--- config.mk ---
export PLATFORM = sky130hd
export DESIGN_NAME = phy_mgmt_interrupt_logic
export DESIGN_NICKNAME = d
export VERILOG_FILES = /design/src/shared/phy_irq_pkg.sv /design/src/rtl/phy_mgmt_interrupt_logic.sv
export SDC_FILE = /design/constraint.sdc
export NUM_CORES = 1
export LEC_CHECK = 0
export BUFFER_PORTS_ARGS = -buffer_cell sky130_fd_sc_hd__buf_4
export CORE_ASPECT_RATIO = 1.1
export CORE_MARGIN = 4
export CORE_UTILIZATION = 40
export DETAILED_ROUTE_END_ITERATION = 6
export PLACE_DENSITY_LB_ADDON = 0.1
export SLEW_MARGIN = 20
export SYNTH_ARGS = -nofsm -noshare
export SYNTH_HDL_FRONTEND = slang
export SYNTH_SLANG_ARGS = --single-unit
--- constraint.sdc ---
create_clock -name core_clk_in -period 2.35 [get_ports core_clk_in]
set_input_delay 0.47 -clock core_clk_in [delete_from_list [all_inputs] [get_ports core_clk_in]]
set_output_delay 0.47 -clock core_clk_in [all_outputs]
set_load 0.03 [all_outputs]
--- src/shared/phy_irq_pkg.sv ---
// Purpose: Shared constants and types for the management-interrupt block.
// Assumes: 100 MHz core clock; register indices as seen on the serial link.
// Notes:   Bit positions name the status bits that feed the interrupt sources, and the alternative-mode select.
`default_nettype none
package phy_irq_pkg;
  // ---------------------------------------------------------------------------
  // Register indices
  // ---------------------------------------------------------------------------
  localparam logic [4:0] REG_BSTAT     = 5'h01;
  localparam logic [4:0] REG_LPABIL    = 5'h05;
  localparam logic [4:0] REG_ANEXP     = 5'h06;
  localparam logic [4:0] REG_STD_LAST  = 5'h06;
  localparam logic [4:0] REG_VND_FIRST = 5'h10;
  localparam logic [4:0] REG_MODECS    = 5'h11;
  localparam logic [4:0] REG_FLAGS     = 5'h1d;
  localparam logic [4:0] REG_MASK      = 5'h1e;
  // ---------------------------------------------------------------------------
  // Field positions and reset values
  // ---------------------------------------------------------------------------
  localparam int BIT_LINK     = 2;   // Basic status: link up.
  localparam int BIT_RFAULT   = 4;   // Basic status: remote fault.
  localparam int BIT_ANDONE   = 5;   // Basic status: negotiation complete.
  localparam int BIT_LPACK    = 14;  // Partner ability: acknowledge.
  localparam int BIT_PAGE     = 1;   // Expansion: page received.
  localparam int BIT_PDFAULT  = 4;   // Expansion: parallel detection fault.
  localparam int BIT_ENERGY   = 1;   // Mode control/status: energy detect.
  localparam int BIT_ALTSEL   = 6;   // Mode control/status: alternative mode.
  localparam int FLAG_ENERGY  = 7;
  localparam int FLAG_LINKDN  = 4;
  localparam int FLAG_RFAULT  = 5;
  localparam int FLAG_PDFAULT = 2;
  localparam int FLAG_PAGE    = 1;
  localparam logic [15:0] FLAGS_RESET = 16'h0080;
  localparam logic [15:0] MASK_RESET  = 16'h0000;
  localparam logic [15:0] UNIMPL_DATA = 16'hffff;
  // ---------------------------------------------------------------------------
  // Frame layout and timing
  // ---------------------------------------------------------------------------
  localparam logic [5:0] PREAMBLE_LEN = 6'h20;
  localparam logic [3:0] HDR_LAST     = 4'hc;
  localparam logic [3:0] DATA_LAST    = 4'hf;
  localparam logic [1:0] OP_READ      = 2'h2;
  localparam logic [1:0] OP_WRITE     = 2'h1;
  localparam int CLK_PERIOD_NS   = 10;
  localparam int REARM_DELAY_MS  = 1000;
  localparam int REARM_PULSE_MS  = 256;
  localparam int REARM_DELAY_CYC = REARM_DELAY_MS * (1000000 / CLK_PERIOD_NS);
  localparam int REARM_PULSE_CYC = REARM_PULSE_MS * (1000000 / CLK_PERIOD_NS);
  // ---------------------------------------------------------------------------
  // Types
  // ---------------------------------------------------------------------------
  typedef struct packed {
    logic energy;
    logic an_done;
    logic rem_fault;
    logic link_up;
    logic lp_ack;
    logic pd_fault;
    logic page_rx;
  } phy_stat_t;
  typedef enum logic [2:0] {
    S_PRE = 3'b000, S_HDR = 3'b001, S_TA1 = 3'b010, S_TA2 = 3'b011, S_DATA = 3'b100
  } smi_state_t;
  typedef enum logic [1:0] {
    R_IDLE = 2'b00, R_ARMED = 2'b01, R_WAIT = 2'b10, R_PULSE = 2'b11
  } rearm_state_t;
endpackage
`default_nettype wire

--- src/rtl/phy_mgmt_interrupt_logic.sv ---
// Purpose: Interrupt sources, mask and flags, reached over the two-wire management link.
// Assumes: Status inputs are on the core clock; link clock and data pins are not.
// Notes:   Link pins are sampled twice before use, so frame bits lag by two cycles.
`default_nettype none
module phy_mgmt_interrupt_logic
  import phy_irq_pkg::*;
#(
  parameter logic [4:0]  PHY_ADDR  = 5'h00,
  parameter logic [31:0] DELAY_CYC = 32'(REARM_DELAY_CYC),
  parameter logic [31:0] PULSE_CYC = 32'(REARM_PULSE_CYC)
) (
  // Clock and reset
  input  wire logic      core_clk_in,
  input  wire logic      nrst_in,
  // Serial management link
  input  wire logic      mdc_in,
  input  wire logic      mdio_in,
  output logic           mdio_out,
  output logic           mdio_oe_n_out,
  // Status from the transceiver core
  input  wire phy_stat_t stat_in,
  input  wire logic      an_restart_in,
  // Interrupt
  output logic           irq_out_n
);
  // ---------------------------------------------------------------------------
  // Link synchronisers
  // ---------------------------------------------------------------------------
  logic mdc_s1_ff, mdc_s2_ff, mdc_d_ff, mdio_s1_ff, mdio_s2_ff;
  always_ff @(posedge core_clk_in or negedge nrst_in) begin
    if (!nrst_in) begin
      {mdc_s1_ff, mdc_s2_ff, mdc_d_ff, mdio_s1_ff, mdio_s2_ff} <= 5'h00;
    end else begin
      {mdc_s1_ff, mdc_s2_ff, mdc_d_ff} <= {mdc_in, mdc_s1_ff, mdc_s2_ff};
      {mdio_s1_ff, mdio_s2_ff}         <= {mdio_in, mdio_s1_ff};
    end
  end
  // Edge found at the core rate; the slow link clock leaves many cycles per bit.
  wire mdc_rise = mdc_s2_ff & ~mdc_d_ff;

  // ---------------------------------------------------------------------------
  // Frame engine
  // ---------------------------------------------------------------------------
  smi_state_t  state_ff;
  logic [5:0]  ones_ff;
  logic [3:0]  cnt_ff;
  logic [11:0] hdr_ff;
  logic [15:0] sh_ff;
  logic [4:0]  reg_ff;
  logic        is_rd_ff, mdio_out_ff, oe_n_ff;
  logic [15:0] mask_ff;
  logic [7:1]  flag_ff;
  logic        alt_ff;
  // Flags live in bits 7..1; the unused positions always read as zero.
  wire [15:0] flag_word = {8'h00, flag_ff, 1'b0};

  wire [12:0] hdr_next = {hdr_ff, mdio_s2_ff};
  wire        hdr_ok   = hdr_next[12] & (hdr_next[9:5] == PHY_ADDR);
  wire        hdr_end  = mdc_rise & (state_ff == S_HDR) & (cnt_ff == HDR_LAST);
  wire        rd_go    = hdr_end & hdr_ok & (hdr_next[11:10] == OP_READ);
  wire        wr_start = hdr_end & hdr_ok & (hdr_next[11:10] == OP_WRITE);
  wire [4:0]  rd_idx   = hdr_next[4:0];
  wire        wr_go    = mdc_rise & (state_ff == S_DATA) & ~is_rd_ff & (cnt_ff == DATA_LAST);
  wire [15:0] wr_word  = {sh_ff[14:0], mdio_s2_ff};
  wire        rd_flags = rd_go & (rd_idx == REG_FLAGS);
  wire        rd_bstat = rd_go & (rd_idx == REG_BSTAT);
  wire        rd_anexp = rd_go & (rd_idx == REG_ANEXP);
  wire        wr_flags = wr_go & (reg_ff == REG_FLAGS);

  // Register indices 0..6 and 16..31 answer; the gap reads all ones.
  function automatic logic reg_impl(input logic [4:0] idx);
    reg_impl = (idx <= REG_STD_LAST) | (idx >= REG_VND_FIRST);
  endfunction

  // Read data; registers not modelled here read as zero.
  function automatic logic [15:0] reg_read(input logic [4:0] idx);
    reg_read = 16'h0000;
    if (!reg_impl(idx)) reg_read = UNIMPL_DATA;
    else if (idx == REG_BSTAT) begin
      reg_read[BIT_LINK]   = stat_in.link_up;
      reg_read[BIT_RFAULT] = stat_in.rem_fault;
      reg_read[BIT_ANDONE] = stat_in.an_done;
    end else if (idx == REG_LPABIL) reg_read[BIT_LPACK] = stat_in.lp_ack;
    else if (idx == REG_ANEXP) begin
      reg_read[BIT_PAGE]    = stat_in.page_rx;
      reg_read[BIT_PDFAULT] = stat_in.pd_fault;
    end else if (idx == REG_MODECS) begin
      reg_read[BIT_ENERGY] = stat_in.energy;
      reg_read[BIT_ALTSEL] = alt_ff;
    end else if (idx == REG_FLAGS) reg_read = flag_word;
    else if (idx == REG_MASK) reg_read = mask_ff;
  endfunction

  // Preamble of 32 ones, then start, opcode, addresses, turnaround and data.
  // The device changes its data bit just after a rising link edge, so the
  // controller samples it on the following rising edge.
  always_ff @(posedge core_clk_in or negedge nrst_in) begin
    if (!nrst_in) begin
      state_ff <= S_PRE;
      ones_ff <= 6'h00;
      cnt_ff <= 4'h0;
      hdr_ff <= 12'h000;
      sh_ff <= 16'h0000;
      reg_ff <= 5'h00;
      is_rd_ff <= 1'b0;
      mdio_out_ff <= 1'b0;
      oe_n_ff <= 1'b1;
    end else if (mdc_rise) begin
      cnt_ff <= cnt_ff + 4'h1;
      case (state_ff)
        S_PRE: begin
          ones_ff <= mdio_s2_ff ? ((ones_ff < PREAMBLE_LEN) ? ones_ff + 6'h01 : ones_ff) : 6'h00;
          cnt_ff <= 4'h0;
          if (!mdio_s2_ff && ones_ff >= PREAMBLE_LEN) state_ff <= S_HDR;
        end
        S_HDR: begin
          hdr_ff <= hdr_next[11:0];
          if (cnt_ff == HDR_LAST) begin
            reg_ff <= rd_idx;
            is_rd_ff <= rd_go;
            sh_ff <= reg_read(rd_idx);
            state_ff <= (rd_go | wr_start) ? S_TA1 : S_PRE;
          end
        end
        S_TA1: begin
          mdio_out_ff <= 1'b0;
          oe_n_ff <= ~is_rd_ff;
          state_ff <= S_TA2;
        end
        S_TA2: begin
          cnt_ff <= 4'h0;
          if (is_rd_ff) begin
            mdio_out_ff <= sh_ff[15];
            sh_ff <= {sh_ff[14:0], 1'b0};
          end
          state_ff <= S_DATA;
        end
        S_DATA: begin
          if (is_rd_ff) begin
            mdio_out_ff <= sh_ff[15];
            sh_ff <= {sh_ff[14:0], 1'b0};
          end else sh_ff <= wr_word;
          if (cnt_ff == DATA_LAST) begin
            oe_n_ff <= 1'b1;
            ones_ff <= 6'h00;
            state_ff <= S_PRE;
          end
        end
        default: state_ff <= S_PRE;
      endcase
    end
  end
  assign mdio_out      = mdio_out_ff;
  assign mdio_oe_n_out = oe_n_ff;

  // ---------------------------------------------------------------------------
  // Mask and mode registers
  // ---------------------------------------------------------------------------
  always_ff @(posedge core_clk_in or negedge nrst_in) begin
    if (!nrst_in) begin
      mask_ff <= MASK_RESET;
      alt_ff  <= 1'b0;
    end else if (wr_go) begin
      if (reg_ff == REG_MASK) mask_ff <= wr_word;
      if (reg_ff == REG_MODECS) alt_ff <= wr_word[BIT_ALTSEL];
    end
  end

  // ---------------------------------------------------------------------------
  // Source flags
  // ---------------------------------------------------------------------------
  wire [7:1] src = stat_in;
  logic [7:1] prev_ff;
  always_ff @(posedge core_clk_in or negedge nrst_in) begin
    if (!nrst_in) prev_ff <= 7'h00;
    else prev_ff <= src;
  end
  wire link_fall = prev_ff[FLAG_LINKDN] & ~src[FLAG_LINKDN];
  wire [7:1] ev, clr;
  genvar gi;
  generate
    for (gi = 1; gi <= 7; gi++) begin : g_src
      localparam bit LD = (gi == FLAG_LINKDN);
      localparam bit ST = (gi == FLAG_RFAULT) || LD;
      localparam bit NG = (gi == FLAG_PDFAULT) || (gi == FLAG_PAGE);
      wire cond = LD ? src[gi] : ~src[gi];
      wire own  = ~LD & prev_ff[gi] & ~src[gi];
      // Link-down only answers reads; the others also drop on their own fall.
      wire c_pri = rd_flags | own | (ST & rd_bstat)
                 | (NG & (rd_anexp | an_restart_in | link_fall));
      wire c_alt = wr_flags & wr_word[gi] & cond;
      assign ev[gi]  = LD ? link_fall : (src[gi] & ~prev_ff[gi]);
      assign clr[gi] = alt_ff ? c_alt : c_pri;
    end
  endgenerate
  // A new event wins over a clear in the same cycle, so no edge is lost.
  always_ff @(posedge core_clk_in or negedge nrst_in) begin
    if (!nrst_in) flag_ff <= FLAGS_RESET[7:1];
    else flag_ff <= ev | (flag_ff & ~clr);
  end

  // ---------------------------------------------------------------------------
  // Energy re-assertion after a release while energy stayed high
  // ---------------------------------------------------------------------------
  // Clearing the energy enable cancels the pending pulse, which is why service
  // routines are expected to do so.
  rearm_state_t rs_ff;
  logic [31:0]  rc_ff;
  wire e_rel  = ~alt_ff & flag_ff[FLAG_ENERGY] & clr[FLAG_ENERGY] & src[FLAG_ENERGY];
  wire e_fall = prev_ff[FLAG_ENERGY] & ~src[FLAG_ENERGY];
  always_ff @(posedge core_clk_in or negedge nrst_in) begin
    if (!nrst_in) begin
      rs_ff <= R_IDLE;
      rc_ff <= 32'h0;
    end else if (!mask_ff[FLAG_ENERGY]) begin
      rs_ff <= R_IDLE;
    end else begin
      rc_ff <= rc_ff + 32'h1;
      case (rs_ff)
        R_IDLE:  if (e_rel) rs_ff <= R_ARMED;
        R_ARMED: if (e_fall) begin
          rs_ff <= R_WAIT;
          rc_ff <= 32'h0;
        end
        R_WAIT:  if (rc_ff == DELAY_CYC - 32'h1) begin
          rs_ff <= R_PULSE;
          rc_ff <= 32'h0;
        end
        R_PULSE: if (rc_ff == PULSE_CYC - 32'h1) rs_ff <= R_IDLE;
        default: rs_ff <= R_IDLE;
      endcase
    end
  end

  // Output is a plain gate of stored flags, mask and rearm pulse state, so it needs no clock edge to move.
  wire pend = |(flag_word & mask_ff) | ((rs_ff == R_PULSE) & mask_ff[FLAG_ENERGY]);
  assign irq_out_n = ~pend;
endmodule
`default_nettype wire

## Word level (Yosys, flattened, before mapping)

Index checks and enable logic that the tools add are counted.

- Bits in read-only memories: 0
- Output and inout bits: 3
- Register bits: 119
- Word-level logic and storage cells: 225
- Bits in writable memories: 0
- Bits in latches: 0
- Memories kept: 0
- Input port bits: 12

- Equal/unequal tests: 32
- Reductions and logical operators: 22
- Multiplexer cells: 63
- $add $sub $neg: 3
- Bitwise gates (word level): 81
- $lt $le $gt $ge: 4
- Shifts and indexed selects: 0
- Multipliers: 0
- Div/mod/pow operators: 0

Operators with widths:

| kind | count |
|---|---|
| $mux 16 | 13 |
| $mux 32 | 2 |
| $pmux 32 s2 | 1 |
| $pmux 16 s3 | 1 |
| $and 1x1->1 | 45 |
| $add 32x1->32 const B | 1 |
| $eq 32x25->1 const B | 1 |
| $eq 32x27->1 const B | 1 |
| $eq 5x5->1 const B | 6 |
| $mux 1 | 20 |
| $mux 2 | 9 |
| $mux 6 | 3 |
| $not 1->1 | 17 |
| $and 8x16->16 | 1 |
| $reduce_and 4->1 | 4 |
| $reduce_or 16->1 | 1 |
| $ne 3x3->1 const B | 5 |
| $or 1x1->1 | 15 |
| $pmux 3 s5 | 1 |
| $mux 14 | 1 |
| $pmux 6 s2 | 1 |
| $mux 11 | 1 |
| $eq 5x3->1 const B | 2 |
| $mux 10 | 1 |
| other kinds (33) | 52 |

## Longest topological paths before layout

- Depth after elaboration: 18
- Depth in mapped cells: 10

## Least setup slack after synthesis

OpenSTA, ideal clock, no wires.

- Kind: flip-flop to flip-flop
- From: reg state_ff[0]
- To: reg mask_ff[10]
- Data required time: 2.225 ns
- Period minus slack after synthesis: 2.053 ns
- Path slack: 0.297 ns
- Stages on the path, launching flop included: 6
- Data arrival time: 1.928 ns
- Setup time: 0.125 ns
- Buffers on the path: 1
- Cells stage by stage: dfrtp_1 -> or4b_4 -> nor4_4 -> nand3b_4 -> buf_6 -> mux2_4

- Word-level cells in the longest chain between the ends: 5

Ends and longest elaborated chain:

| item | RTL line | text |
|---|---|---|
| from (decl) | phy_mgmt_interrupt_logic.sv:44 | `smi_state_t state_ff;` |
| from (signal assigned) | phy_mgmt_interrupt_logic.sv:122 | `state_ff <= (rd_go \| wr_start) ? S_TA1 : S_PRE;` |
| $eq 3x3->1 | phy_mgmt_interrupt_logic.sv:63 | `wire wr_go = mdc_rise & (state_ff == S_DATA) & ~is_rd_ff & (cnt_ff == DATA_LAST);` |
| $and 1x1->1 (3 in a row) | phy_mgmt_interrupt_logic.sv:63 |  |
| $reduce_and 2->1 (no source line) | -- |  |
| to (signal assigned) | phy_mgmt_interrupt_logic.sv:164 | `if (reg_ff == REG_MASK) mask_ff <= wr_word;` |
| to (decl) | phy_mgmt_interrupt_logic.sv:51 | `logic [15:0] mask_ff;` |

Every way passes these cells.
A chain may end at the register's enable or synchronous reset.

## Worst setup path after layout

- From: reg is_rd_ff
- To: reg flag_ff[1] in the netlist's numbering

- Word-level cells in the longest chain between the ends: 10

Ends and longest elaborated chain:

| item | RTL line | text |
|---|---|---|
| from (decl) | phy_mgmt_interrupt_logic.sv:50 | `logic is_rd_ff, mdio_out_ff, oe_n_ff;` |
| from (signal assigned) | phy_mgmt_interrupt_logic.sv:120 | `is_rd_ff <= rd_go;` |
| $not 1->1 | phy_mgmt_interrupt_logic.sv:63 |  |
| $and 1x1->1 (2 in a row) | phy_mgmt_interrupt_logic.sv:63 |  |
| $and 1x1->1 | phy_mgmt_interrupt_logic.sv:68 | `wire wr_flags = wr_go & (reg_ff == REG_FLAGS);` |
| $and 1x1->1 (2 in a row) | phy_mgmt_interrupt_logic.sv:191 | `wire c_alt = wr_flags & wr_word[gi] & cond;` |
| $mux 1 | phy_mgmt_interrupt_logic.sv:193 | `assign clr[gi] = alt_ff ? c_alt : c_pri;` |
| $not 7->7 | phy_mgmt_interrupt_logic.sv:199 | `else flag_ff <= ev \| (flag_ff & ~clr);` |
| $and 7x7->7 | phy_mgmt_interrupt_logic.sv:199 |  |
| $or 7x7->7 | phy_mgmt_interrupt_logic.sv:199 |  |
| to (signal assigned) | phy_mgmt_interrupt_logic.sv:198 | `if (!nrst_in) flag_ff <= FLAGS_RESET[7:1];` |
| to (signal assigned) | phy_mgmt_interrupt_logic.sv:199 |  |
| to (decl) | phy_mgmt_interrupt_logic.sv:52 | `logic [7:1] flag_ff;` |

Every way passes these cells.

==> qor.yml <==
critical_path:
  r2r-start: "is_rd_ff$_DFFE_PN0P_"
  cp-end-kind: "flip-flop"
  startpoint_type: "flip-flop"
  crit_start: "is_rd_ff$_DFFE_PN0P_"
  worstPathArrival_ns: 2.54
  critPathKind: "flip-flop to flip-flop"
  crit_path_max_fanout: 7
  worstPathRequired_ns: 2.64
routing:
  drtIter0Drc: 281
  num_vias: 4638
  wire_per_inst_um: 16.08
  postRouteAntennaNets: 0
  firstDrtPassIters: 4
  route.detailed.drc: 0
  drt_wl_total_mm: 13.80
  viasPerCell: 5.406
clock_tree:
  htreeDepth: 4
  cts_buffers: 17
  cts_tree: "yes"
  clk_root_buffer_cell: "clkbuf_16"
  clock_latency_ns: 0.41
  clk_pin_slew_ns: 0.05
  clockBufferDepth: 2
  cts.sinks: 119
  post_cts_buffers: 0
pwr:
  power_density_mw_per_mm2: 728.8
  vdd.ir_drop.worst_mv: 0.4633
  cellLeakagePower_nw: 3.168
logic_synthesis:
  synth_top_area_share_pct: 49.05
  synth-adder-area-share_pct: 1.886
  synth.avg_cell_area_um2: 9.675
  synth_cells: 617
  yosysWarnings: 0
  synth_top_family_by_area: "simple AND/OR/NAND/NOR gates"
  ys_async_sr_fraction_pct: 100.0
  synth_cell_types: 55
  syn_nets: 638
  synthMuxAreaShare_pct: 6.330
  yosys.area.top_type: "dfrtp_1"
  synth.area.top_cells: "dfrtp_1 (49%), nand2_1 (5.0%), mux2_2 (4.2%)"
  synth-compound-area-share_pct: 13.75
  synth_commonest_cells: "dfrtp_1 (117), nand2_1 (79), nor2_1 (53)"
  synth-main-ff-cell: "dfrtp_1"
  synth_xor_area_share_pct: 3.815
  synth_seq_cells: 119
  ys_seq_area_share_pct: 49.93
  synth_simple_gate_area_share_pct: 20.65
  yosysMostFrequentCell: "dfrtp_1"
  netlist_area_mm2: 0.005969
  synth_edf_count: 0
timing:
  fmax_ghz: 0.4451
  rsz0062_at_grt: "no"
  setup_violations: 0
  tightest_slew_ns: 0.6735
  relSlewSlack_pct: 55.05
  slew_viol_final: 0
  period_share_pct: 95.60
  period_needed_ns: 2.247
  final.setup.tns_ns: 0
  fin_worst_skew_ns: 0.009039
  final-hold-violation-count: 0
finish:
  drive_gt1_share_pct: 17.27
  num-fill-cells: 1377
  stdcell_count: 858
  diodes: 0
  syn_to_final_growth_pct: 19.51
  multi_input_area_mm2: 0.002778
  seq_area_mm2: 0.002980
  nets: 675
floorplanning:
  rows: 46
  die_area_mm2: 0.01694
  io_pins: 15
  coreArea_mm2: 0.01450
  die_w_um: 124.5
  start_util_pct: 41.16
  die_h_um: 136.1
place:
  port_buffers: 14
  dp.cells: 826
  place_congestion: 0.8826
  dp_hpwl_mm: 10.03
grt:
  grt.total_usage_pct: 17.49
  grt_pass1_wl_mm: 23.68
  grt_pass1_vias: 4561
  grt_max_degree: 43
  antenna_found_initial: 0
  grt-ovfl-total: 0
min_path:
  hold_start: "mdio_in"
  holdCritPathClass: "primary input to flip-flop"
job:
  drv_cap: 0
status:
  status: "complete, no violations"
==> layout by cell type (no fill, tap or decap), drive strengths merged, types with 11 or more instances in the layout <==
master	n
a21oi	42
and3	13
buf	46
clkbuf	22
dfrtp	117
inv	23
mux2	30
nand2	79
nand3	23
nand4	13
nor2	53
nor3	12
o21ai	48
xnor2	11
xor2	15
==> registers in the layout, indices dropped and copies added, names as in the netlist <==
signal	count
mdc_d_ff	1
reg_ff	5
cnt_ff	4
rc_ff	32
rs_ff	2
mdio_out	1
sh_ff	16
mdio_s2_ff	1
ones_ff	6
prev_ff	7
mdio_oe_n_out	1
flag_ff	7
mask_ff	16
is_rd_ff	1
mdio_s1_ff	1
state_ff	3
hdr_ff	12
mdc_s2_ff	1
mdc_s1_ff	1
alt_ff	1
==> logic make-up after synthesis <==
kind of cell / after synthesis
AO/OA/AOI/OAI: 137
XOR/XNOR: 26
adder cells (fa/ha/maj): 9
buffers and inverters: 52
flip-flops: 119
multiplexers: 31
AND/OR/NAND/NOR: 243
==> layout make-up <==
| class | instances | share of cell area, % |
|---|---|---|
| flip-flops and latches | 119 | 41.77 |
| repair buffers | 47 | 5.331 |
| clock buffers | 22 | 6.647 |
| inverters | 23 | 1.210 |
| multi-input cells | 446 | 38.93 |
| clock inverters | 9 | 2.736 |
| well taps | 192 | 3.367 |
==> worst max-delay path, cell delays in order, from the launching register on <==
cell and delay [ns]:
dfrtp_1 0.43, or4b_4 0.54, nor4_4 0.36, and3_1 0.43
nand2_1 0.10, a31oi_1 0.20, a21oi_1 0.06
==> where the power goes <==
part           switching [mW]  total (mW)  internal [mW]
Sequential             0.0273        2.11           2.08
Combinational          0.0892       0.143         0.0536
Clock                   0.887        2.95           2.06
Total                    1.00        5.20           4.20
==> metal layers <==
layer,vias to the layer above,track usage [%],wire [um]
met5,-,0,0
met4,0,7.674,294
met3,22,3.497,464
met2,93,28.43,6697
met1,2251,22.83,6342
li1,2272,-,-
==> through the flow <==
stage	setup WS [ns]	area (um2)	util (%)	total power, mW	hold WS (ns)
after floorplan	0.2969	5969	-	2.193	0.1744
after global placement	0.2007	6449	44.46	2.285	0.3323
after detailed placement	0.1459	6449	44.46	2.289	0.3371
after CTS	0.1236	7128	49.15	5.267	0.1450
after global routing	0.01214	7134	49.19	5.392	0.1466
final	0.1034	7134	49.19	5.200	0.1668
==> repair_timing <==
action / CTS / global route
endpoints found under the setup margin: 0 / 1
gates resized for setup: 0 / 1
hold buffers: 1 / 0
endpoints found under the hold margin: 24 / 0
==> path summary, 6_finish.rpt <==
path / endpoint / slack [ns] / cells after the start
worst max-delay path: flag_ff[1]$_DFF_PN0_ / 0.10 / 6
worst min-delay path: mdio_s1_ff$_DFF_PN0_ / 0.17 / 1
worst max register to register: flag_ff[1]$_DFF_PN0_ / 0.10 / 6
worst min register to register: mdio_s2_ff$_DFF_PN0_ / 0.35 / 0
max in group asynchronous: mdio_oe_n_out$_DFFE_PN1P_ / 1.13 / 3
min in group asynchronous: hdr_ff[0]$_DFFE_PN0P_ / 0.59 / 2
(Power assumes the default switching activity.)
